### src/logic/cfm_pkg.sv
// constants, register map and types for the converter fault monitor
package cfm_pkg;
   // register offsets
   localparam logic [7:0] ADDR_CURRENT_LIMIT_SETTING = 8'h08;
   localparam logic [7:0] ADDR_PROTECTION_STATUS     = 8'h16;
   localparam logic [7:0] ADDR_PROTECTION_CONFIG     = 8'h20;
   localparam logic [7:0] ADDR_WINDOW_CONFIG         = 8'h21;
   localparam logic [7:0] ADDR_OUTPUT_OK_MODE        = 8'h30;
   localparam logic [7:0] ADDR_OUTPUT_OK_DELAY       = 8'h31;
   // reset values
   localparam logic [7:0] RST_CURRENT_LIMIT_SETTING  = 8'h1B;
   localparam logic [7:0] RST_PROTECTION_CONFIG      = 8'h01;
   localparam logic [7:0] RST_WINDOW_CONFIG          = 8'h08;
   localparam logic [7:0] RST_OUTPUT_OK_MODE         = 8'h00;
   localparam logic [7:0] RST_OUTPUT_OK_DELAY        = 8'h00;
   // current limit setting fields
   localparam int         CLS_TCE_BIT                = 4;
   localparam logic [3:0] LIMIT_CODE_MAX             = 4'hB;
   // protection_config fields
   localparam int         PC_TRACK_EN_BIT            = 7;
   localparam int         PC_TR_LATCH_BIT            = 5;
   localparam int         PC_OT_LATCH_BIT            = 4;
   localparam int         PC_OC_LATCH_BIT            = 3;
   localparam int         PC_UV_LATCH_BIT            = 2;
   // window config fields
   localparam int         WC_HIGH_SEL_BIT            = 5;
   localparam int         WC_LOW_SEL_BIT             = 4;
   // status fields
   localparam int         ST_TW_BIT                  = 7;
   localparam int         ST_PG_BIT                  = 6;
   localparam int         ST_TR_BIT                  = 5;
   localparam int         ST_OT_BIT                  = 4;
   localparam int         ST_UV_BIT                  = 2;
   // percentages of setpoint, 24 bits to meet the products
   localparam logic [23:0] PCT_100 = 24'h64;
   localparam logic [23:0] PCT_75  = 24'h4B;
   localparam logic [23:0] PCT_80  = 24'h50;
   localparam logic [23:0] PCT_85  = 24'h55;
   localparam logic [23:0] PCT_90  = 24'h5A;
   localparam logic [23:0] PCT_95  = 24'h5F;
   localparam logic [23:0] PCT_105 = 24'h69;
   localparam logic [23:0] PCT_110 = 24'h6E;
   // temperatures in degrees C, voltage in mV
   localparam logic [7:0]  TEMP_WARN_ON   = 8'h78;
   localparam logic [7:0]  TEMP_WARN_OFF  = 8'h75;
   localparam logic [7:0]  TEMP_FAULT     = 8'h82;
   localparam logic [15:0] TRACK_LIMIT_MV = 16'h00FA;
   // timing
   localparam int          CLK_PERIOD_NS  = 10;
   localparam int          MS_IN_NS       = 1000000;
   localparam int          CYC_PER_MS     = MS_IN_NS / CLK_PERIOD_NS;
   localparam logic [7:0]  RETRY_MS       = 8'h82;
   localparam logic [7:0]  OK_DELAY_MAX_MS = 8'h96;

   typedef enum logic [1:0] {
      FS_RUN   = 2'b00,
      FS_RETRY = 2'b01,
      FS_LATCH = 2'b11
   } cfm_state_t;
endpackage

### src/logic/cfm_fault_monitor.sv
// protection, warning and output-ok logic of a point-of-load converter
// How it works
// - thresholds are percentages of the live setpoint, so they follow adjustment and margining.
// - current limit code sits in bits 3:0, reset code 0xB means 140 percent.
// - a written limit code above 0xB is stored as 0xB.
// - warnings never switch the converter off, they only show in status and, for output-ok, on the pin.
// - temperature warning sets above 120 C and clears below 117 C.
// - output-ok pin pulled low outside a 90/95 to 105/110 percent window.
// - window checking starts only once output reaches steady state.
// - output-ok release waits a programmable 0 to 150 ms after steady state.
// - window checking stays on during margining with scaled limits.
// - warning pulls pin low and status flag to 0; recovery restores both.
// - an external low on the output-ok pin raises the warning.
// - turn-off option: pin low at the command or when ramp-down starts.
// - overcurrent, overtemperature, undervoltage or tracking faults switch the output off.
// - overcurrent above pre-bias clears its flag and opens both switches at once.
// - in steady state, undervoltage without overcurrent clears its flag, sequenced ramp-down.
// - above 130 C an overtemperature fault clears its flag, sequenced ramp-down.
// - non-latching overtemperature restarts once temperature is below 120 C.
// - while ramping up with tracking on, 250 mV error trips both switches off.
// - tracking stops once output-ok asserts and margining does not re-arm it.
// - undervoltage field codes 00..11 select 75, 80, 85, 90 percent.
// - non-latching faults retry start-up every 130 ms until the cause clears.
`timescale 1ns/1ps
module cfm_fault_monitor
   import cfm_pkg::*;
#(
   parameter int CYCLES_PER_MS = CYC_PER_MS
) (
   input  wire logic        clk_i,              // 100 MHz clock
   input  wire logic        arst_n_i,           // async reset, active low
   input  wire logic [7:0]  reg_addr_i,         // register offset
   input  wire logic [7:0]  reg_wdata_i,        // write data
   input  wire logic        reg_we_i,           // write strobe
   input  wire logic        reg_re_i,           // read strobe
   output logic      [7:0]  reg_rdata_o,        // read data, valid after read strobe
   input  wire logic [15:0] vout_mv_i,          // measured output voltage
   input  wire logic [15:0] vset_mv_i,          // present target incl. margining
   input  wire logic [15:0] vramp_mv_i,         // programmed ramp value
   input  wire logic [7:0]  temp_c_i,           // controller temperature
   input  wire logic        oc_trip_i,          // current at limit threshold
   input  wire logic        above_prebias_i,    // output above pre-bias level
   input  wire logic        ramping_up_i,       // sequencer ramping up
   input  wire logic        steady_i,           // output at steady state
   input  wire logic        ramping_down_i,     // output ramping down
   input  wire logic        turn_off_cmd_i,     // turn-off command seen
   input  wire logic        output_ok_pin_i,    // level read back from pin
   output logic             output_ok_out_o,    // pin drive value (always low)
   output logic             output_ok_oe_o,     // pin pulled low when high
   output logic             converter_on_o,     // converter allowed to run
   output logic             fast_off_o,         // both switches opened at once
   output logic             sequenced_off_o,    // regular ramp-down requested
   output logic      [3:0]  limit_code_o,       // effective current limit code
   output logic             temp_comp_en_o,     // current threshold compensation
   output logic      [2:0]  regulation_setting_o // regulation option bits
);

   logic [7:0]  cls_q, pc_q, wc_q, okmode_q, okdelay_q, rdata_q;
   logic        tw_active_q, ok_flag_q, ok_oe_q, track_armed_q;
   logic        oc_flag_q, uv_flag_q, ot_flag_q, tr_flag_q;
   logic [3:0]  cause_q;
   logic        fast_q, seq_q;
   logic [16:0] pre_q;
   logic [7:0]  retry_ms_q, ok_ms_q;
   cfm_state_t  state_q, state_d;

   // register decode
   wire         wr_cls   = reg_we_i && (reg_addr_i == ADDR_CURRENT_LIMIT_SETTING);
   wire         wr_st    = reg_we_i && (reg_addr_i == ADDR_PROTECTION_STATUS);
   wire         wr_pc    = reg_we_i && (reg_addr_i == ADDR_PROTECTION_CONFIG);
   wire         wr_wc    = reg_we_i && (reg_addr_i == ADDR_WINDOW_CONFIG);
   wire         wr_mode  = reg_we_i && (reg_addr_i == ADDR_OUTPUT_OK_MODE);
   wire         wr_delay = reg_we_i && (reg_addr_i == ADDR_OUTPUT_OK_DELAY);
   wire [3:0]   wr_code  = (reg_wdata_i[3:0] > LIMIT_CODE_MAX) ? LIMIT_CODE_MAX
                                                              : reg_wdata_i[3:0];
   wire [7:0]   wr_delay_ms = (reg_wdata_i > OK_DELAY_MAX_MS) ? OK_DELAY_MAX_MS : reg_wdata_i;
   // status bits 1 and 0 belong to protections outside this block and read as no-fault
   wire [7:0]   status = {~tw_active_q, ok_flag_q, tr_flag_q, ot_flag_q,
                          1'b0, uv_flag_q, 1'b1, 1'b1};
   wire [7:0]   rd_mux = (reg_addr_i == ADDR_CURRENT_LIMIT_SETTING) ? cls_q :
                         (reg_addr_i == ADDR_PROTECTION_STATUS)     ? status :
                         (reg_addr_i == ADDR_PROTECTION_CONFIG)     ? pc_q :
                         (reg_addr_i == ADDR_WINDOW_CONFIG)         ? wc_q :
                         (reg_addr_i == ADDR_OUTPUT_OK_MODE)        ? okmode_q :
                         (reg_addr_i == ADDR_OUTPUT_OK_DELAY)       ? okdelay_q : 8'h00;

   // thresholds scale with the live target, so margining moves them too
   wire [23:0]  vout_x100 = {8'h00, vout_mv_i} * PCT_100;
   wire [23:0]  vset_w    = {8'h00, vset_mv_i};
   wire [23:0]  uv_pct    = (wc_q[1:0] == 2'b00) ? PCT_75 :
                            (wc_q[1:0] == 2'b01) ? PCT_80 :
                            (wc_q[1:0] == 2'b10) ? PCT_85 : PCT_90;
   wire [23:0]  hi_pct    = wc_q[WC_HIGH_SEL_BIT] ? PCT_105 : PCT_110;
   wire [23:0]  lo_pct    = wc_q[WC_LOW_SEL_BIT] ? PCT_95 : PCT_90;
   wire [23:0]  uv_lim    = vset_w * uv_pct;
   wire [23:0]  hi_lim    = vset_w * hi_pct;
   wire [23:0]  lo_lim    = vset_w * lo_pct;
   wire         in_window = (vout_x100 >= lo_lim) && (vout_x100 <= hi_lim);
   wire         below_uv  = vout_x100 < uv_lim;

   // tracking error magnitude
   wire [15:0]  track_err = (vout_mv_i > vramp_mv_i) ? (vout_mv_i - vramp_mv_i)
                                                     : (vramp_mv_i - vout_mv_i);

   // fault detection, only while running
   wire         running   = (state_q == FS_RUN);
   wire         hit_oc    = running && oc_trip_i && above_prebias_i;
   wire         hit_uv    = running && steady_i && below_uv && !hit_oc;
   wire         hit_ot    = running && (temp_c_i > TEMP_FAULT);
   wire         hit_tr    = running && ramping_up_i && pc_q[PC_TRACK_EN_BIT] && track_armed_q
                            && (track_err > TRACK_LIMIT_MV);
   wire         any_fault = hit_oc || hit_uv || hit_ot || hit_tr;
   wire [3:0]   hits      = {hit_tr, hit_ot, hit_uv, hit_oc};
   wire         latching  = (hits[0] && pc_q[PC_OC_LATCH_BIT]) || (hits[1] && pc_q[PC_UV_LATCH_BIT]) ||
                            (hits[2] && pc_q[PC_OT_LATCH_BIT]) || (hits[3] && pc_q[PC_TR_LATCH_BIT]);

   // restart conditions
   wire         temp_below_warn = temp_c_i < TEMP_WARN_ON;
   wire         cause_clear = !(cause_q[0] && oc_trip_i) && !(cause_q[2] && !temp_below_warn);
   wire         flags_clear = !((cause_q[0] && !oc_flag_q) || (cause_q[1] && !uv_flag_q) ||
                                (cause_q[2] && !ot_flag_q) || (cause_q[3] && !tr_flag_q));
   wire         ms_tick     = (pre_q == 17'(CYCLES_PER_MS - 1));
   wire         retry_done  = ms_tick && (retry_ms_q >= RETRY_MS - 8'h01);

   always_comb begin
      state_d = state_q;
      case (state_q)
         FS_RUN: begin
            if (any_fault) begin
               state_d = latching ? FS_LATCH : FS_RETRY;
            end
         end
         FS_RETRY: begin
            if (retry_done && cause_clear) begin
               state_d = FS_RUN;
            end
         end
         FS_LATCH: begin
            if (retry_done && cause_clear && flags_clear) begin
               state_d = FS_RUN;
            end
         end
         default: state_d = FS_RUN;
      endcase
   end

   // output-ok: window check after steady state and the release delay
   wire         ok_delay_done = (ok_ms_q >= okdelay_q);
   wire         off_pending   = okmode_q[0] ? turn_off_cmd_i : ramping_down_i;
   wire         ok_window     = running && steady_i && ok_delay_done && in_window
                                && !off_pending;
   wire         ext_low       = !output_ok_pin_i && !ok_oe_q;

   always_ff @(posedge clk_i or negedge arst_n_i) begin
      if (!arst_n_i) begin
         cls_q     <= RST_CURRENT_LIMIT_SETTING;
         pc_q      <= RST_PROTECTION_CONFIG;
         wc_q      <= RST_WINDOW_CONFIG;
         okmode_q  <= RST_OUTPUT_OK_MODE;
         okdelay_q <= RST_OUTPUT_OK_DELAY;
         rdata_q   <= 8'h00;
      end else begin
         if (wr_cls) cls_q <= {reg_wdata_i[7:4], wr_code};
         if (wr_pc) pc_q <= reg_wdata_i;
         if (wr_wc) wc_q <= {2'b00, reg_wdata_i[5:0]};
         if (wr_mode) okmode_q <= {7'h00, reg_wdata_i[0]};
         if (wr_delay) okdelay_q <= wr_delay_ms;
         if (reg_re_i) rdata_q <= rd_mux;
      end
   end

   // fault flags: 0 records an event, host writes 1 to clear uv, ot and tr, the oc flag holds until reset; a new event wins
   always_ff @(posedge clk_i or negedge arst_n_i) begin
      if (!arst_n_i) begin
         oc_flag_q <= 1'b1;
         uv_flag_q <= 1'b1;
         ot_flag_q <= 1'b1;
         tr_flag_q <= 1'b1;
      end else begin
         oc_flag_q <= !hit_oc && (oc_flag_q || (wr_st && reg_wdata_i[0] && 1'b0));
         uv_flag_q <= !hit_uv && (uv_flag_q || (wr_st && reg_wdata_i[ST_UV_BIT]));
         ot_flag_q <= !hit_ot && (ot_flag_q || (wr_st && reg_wdata_i[ST_OT_BIT]));
         tr_flag_q <= !hit_tr && (tr_flag_q || (wr_st && reg_wdata_i[ST_TR_BIT]));
      end
   end

   always_ff @(posedge clk_i or negedge arst_n_i) begin
      if (!arst_n_i) begin
         tw_active_q   <= 1'b0;
         ok_flag_q     <= 1'b0;
         ok_oe_q       <= 1'b1;
         track_armed_q <= 1'b1;
      end else begin
         if (temp_c_i > TEMP_WARN_ON) tw_active_q <= 1'b1;
         else if (temp_c_i < TEMP_WARN_OFF) tw_active_q <= 1'b0;
         ok_oe_q   <= !ok_window;
         ok_flag_q <= ok_window && !ext_low;
         // re-armed only by a fresh start, never by margining
         if (ok_flag_q) track_armed_q <= 1'b0;
         else if (!running || turn_off_cmd_i) track_armed_q <= 1'b1;
      end
   end

   always_ff @(posedge clk_i or negedge arst_n_i) begin
      if (!arst_n_i) begin
         state_q    <= FS_RUN;
         cause_q    <= 4'h0;
         fast_q     <= 1'b0;
         seq_q      <= 1'b0;
         pre_q      <= 17'h00000;
         retry_ms_q <= 8'h00;
         ok_ms_q    <= 8'h00;
      end else begin
         state_q <= state_d;
         pre_q   <= ms_tick ? 17'h00000 : pre_q + 17'h00001;
         if (running && any_fault) begin
            cause_q <= hits;
            fast_q  <= hit_oc || hit_tr;
            seq_q   <= !(hit_oc || hit_tr);
         end else if (state_d == FS_RUN) begin
            fast_q <= 1'b0;
            seq_q  <= 1'b0;
         end
         // retry period restarts on entry and after each failed attempt
         if (running || retry_done) retry_ms_q <= 8'h00;
         else if (ms_tick) retry_ms_q <= retry_ms_q + 8'h01;
         // ms granularity: release lands up to 1 ms before the programmed delay
         if (!(running && steady_i)) ok_ms_q <= 8'h00;
         else if (ms_tick && !ok_delay_done) ok_ms_q <= ok_ms_q + 8'h01;
      end
   end

   assign reg_rdata_o          = rdata_q;
   assign output_ok_out_o      = 1'b0;
   assign output_ok_oe_o       = ok_oe_q;
   assign converter_on_o       = running;
   assign fast_off_o           = fast_q;
   assign sequenced_off_o      = seq_q;
   assign limit_code_o         = cls_q[3:0];
   assign temp_comp_en_o       = cls_q[CLS_TCE_BIT];
   assign regulation_setting_o = cls_q[7:5];
endmodule // cfm_fault_monitor

### config.mk
export PLATFORM = sky130hd
export DESIGN_NAME = cfm_fault_monitor
export DESIGN_NICKNAME = d
export VERILOG_FILES = /design/src/logic/cfm_pkg.sv /design/src/logic/cfm_fault_monitor.sv
export SDC_FILE = /design/constraint.sdc
export NUM_CORES = 1
export LEC_CHECK = 0
export BUFFER_PORTS_ARGS = -buffer_cell sky130_fd_sc_hd__buf_2
export CAP_MARGIN = 20
export CORE_MARGIN = 5
export CORE_UTILIZATION = 30
export DETAILED_ROUTE_END_ITERATION = 12
export SLEW_MARGIN = 20
export SYNTH_ARGS = -nofsm -noshare
export SYNTH_HDL_FRONTEND = slang
export SYNTH_SLANG_ARGS = --single-unit
### constraint.sdc
create_clock -name clk_i -period 6.67 [get_ports clk_i]
set_clock_uncertainty 0.05 [all_clocks]
set_input_delay 0.667 -clock clk_i [delete_from_list [all_inputs] [get_ports clk_i]]
set_output_delay 0.667 -clock clk_i [all_outputs]
set_load 0.005 [all_outputs]
==> results.cfg <==
[timing]
finalHoldViolCount = 0
relSlewSlack = 0.396
maxSlewViolCount = 0
setup_slack_ps = -197
worst_pin_slew_ps = 900
timing.final.crit_share = 1.03
setup_viol = 8
whs_ps = 138
period_minus_slack_ps = 6870
timing.fmax_mhz = 146
rsz0062_at_grt = true

[clock_tree]
h-tree-depth = 3
path_clk_slew_ps = 70
clk_latency_ps = 340
clkSinkCount = 88
cts-root-buf = clkbuf_16
cts_tree = built
cts-buffers-inserted = 9
clockBufferDepth = 2

[floorplan]
core_area_um2 = 57700
rows = 88
die_y_um = 251
die_area_um2 = 63200
initial_core_util = 0.303
die_x_um = 251
io_pins = 104

[cells_and_area]
drive_above_1_share = 0.207
multi_input_area_um2 = 14400
nets = 2816
final_area_um2 = 21200
regArea_um2 = 2220
final_cells = 3010
fillers = 5866
area_growth_pct = 21.4

[grt]
grt_pass1_wl_um = 77300
grt_antenna_before_repair = 4
grt_pass1_vias = 15100
grtUsageTotal = 0.147
gr-total-overflow = 0
grt_max_degree = 44

[synthesis]
synth_ff_type = dfrtp_1
ys_ff_latch = 88
synth_cells = 1962
syn_area_per_cell_um2 = 8.91
ys_types = 82
synth_edf_count = 0
synthTopCellsByArea = ha_1 23%, fa_1 19%, dfrtp_1 11%, inv_1 6.9%, a21oi_1 2.9%
synth_top_area_cell = ha_1
yosys_warnings = 0
synth_top_area_share = 0.235
synth-async-reset-ratio = 1.00
ys_seq_area_frac = 0.127
synthesis.area_um2 = 17500

[placement]
dpl_worst_slack_ps = -699
gp_congestion = 0.871
portBuffers = 102
dp.cells = 2978
placedInstanceArea_um2 = 20300
dp_hpwl_um = 40800

[worst_setup_path]
crit_arrival_ps = 7100
endpoint_kind = flip-flop
cp_slowest_cell = fa_2
path_class = reg -> reg
cp.required_ps = 6900
max_stage_delay_ps = 520
startpoint_type = flip-flop
path_max_fanout = 7

[routing]
drtIter0Drc = 678
wl_per_cell_um = 15.8
drtPass1Iterations = 5
ant_nets = 0
num_vias = 14700
wl_um = 47600
route.detailed.drc = 0
viasPerCell = 4.87

[run_status]
status = finished with violations
failed_checks = setup timing

[pwr]
p_per_area_nw_per_um2 = 316
p_total_mw = 6.70
leakagePower_nw = 11.0
ir_drop_mv = 0.210

[job]
maxCapViolations = 0

[hold_path]
min_path_type = in -> async
## layout make-up
type,count,share of cell area
timing repair buffer,300,0.0996
antenna,4,0.000472
tap,765,0.0451
sequential,88,0.105
inverter,320,0.0568
multi-input combinational,1517,0.680
clock buffer,10,0.0113
clock inverter,6,0.00260
## worst max-delay path: cells and delay by family, from the launching register on
kind | cells | cell delay [ps]
DFF | 1 | 380
AOI/OAI and AO/OA | 13 | 2330
buffers and inverters | 5 | 360
and+or+nand+nor | 5 | 600
adders and majority gates | 7 | 2800
xor gates and xnor gates | 1 | 260
## cell usage in the layout, fill, tap and decap left out, types with 11 or more instances in the layout
cell,count
nand3_1,37
nand2_1,115
nor2b_1,17
fa_1,168
o21ai_0,51
and3_1,18
nor3_1,20
ha_1,309
ha_4,13
xor2_1,52
dfstp_2,12
buf_2,101
nand4_1,19
o21bai_1,14
xnor2_1,50
buf_4,186
a21oi_1,95
nor2_1,124
nand2b_4,11
dfrtp_1,75
o21a_1,14
o21ai_1,14
nand2b_1,39
mux2_2,23
and2_1,36
or3_1,17
a21o_1,43
inv_1,313
## what timing repair did
item / 4_1_cts / 5_1_grt
hold buffers: 0 / 0
buffers inserted: 9 / 3
cloned: 0 / 0
pin swaps: 68 / 33
setup endpoints to repair: 10 / 10
resized for setup: 69 / 34
## synthesized netlist by cell type, types with 6 or more instances
master and count:
nor2b_1 17, nor2_1 129, fa_1 169, a21o_1 43, o21a_1 14, buf_2 6
a31oi_1 11, nand3_1 38, nor3_1 23, o21ai_0 61, xor2_1 55, and2_1 39
a211oi_1 15, o21ai_1 8, dfrtp_1 76, nand2_1 117, nor4_1 8, and3_1 18
clkbuf_1 23, buf_4 6, ha_1 328, dfstp_2 12, nand4_1 19, nand3b_1 6
mux2i_1 9, mux2_2 23, o31ai_1 9, or2_2 6, a41o_1 6, inv_1 320
or3_1 17, a21oi_1 102, o21bai_1 14, a22o_1 8, o31a_1 7, nand2b_1 50
xnor2_1 54, a211o_1 9
## power breakdown
group / internal (mW) / total, mW / switching (mW)
clock: 0.272 / 0.503 / 0.231
sequential: 0.570 / 0.593 / 0.0233
combinational: 2.62 / 5.60 / 2.98
total: 3.47 / 6.70 / 3.23
## logic make-up (layout without fill, tap and decap cells)
group / after synthesis / count (layout) / synth area share
and+or+nand+nor: 509 / 509 / 0.148
adders and majority gates: 497 / 497 / 0.429
AOI/OAI and AO/OA: 366 / 366 / 0.140
buffers and inverters: 358 / 636 / 0.0795
xor gates and xnor gates: 109 / 109 / 0.0546
DFF: 88 / 88 / 0.127
muxes: 34 / 34 / 0.0226
other: 1 / 6 / 0.000215
## metal layers
metal,track usage,vias to the layer above,share of wire
li1,-,7204,-
met1,0.194,7173,0.45
met2,0.260,233,0.49
met3,0.0144,62,0.034
met4,0.0376,0,0.027
met5,0,-,0
## metrics by stage
| stage | util | setup TNS, ps |
|---|---|---|
| after global placement | 0.352 | -4630 |
| after floorplan | - | -143 |
| after detailed placement | 0.352 | -5050 |
| after CTS | 0.365 | -1120 |
| final | 0.368 | -1240 |
| after global routing | 0.368 | -4000 |
## worst paths after layout
kind                            slack, ps                 from  cells after the start                    endpoint
worst max register to register       -200  wc_q[1]$_DFFE_PN0P_                     31        state_q[1]$_DFF_PN0_
min in group clk_i                    430   pre_q[0]$_DFF_PN0_                      1          pre_q[0]$_DFF_PN0_
worst min register to register        430   pre_q[0]$_DFF_PN0_                      1          pre_q[0]$_DFF_PN0_
max in group asynchronous            5630             arst_n_i                      3    output_ok_oe_o$_DFF_PN1_
worst max-delay path                 -200  wc_q[1]$_DFFE_PN0P_                     31        state_q[1]$_DFF_PN0_
worst min-delay path                  140             arst_n_i                      1  reg_rdata_o[5]$_DFFE_PN0P_
## registers in the layout, summed over array words and instances (netlist names), 2 cells and up
register / cells
pre_q: 17
cls_q: 8
ok_ms_q: 8
okdelay_q: 8
pc_q: 8
reg_rdata_o: 8
retry_ms_q: 8
wc_q: 6
cause_q: 4
state_q: 2
(Power assumes the default switching activity.)
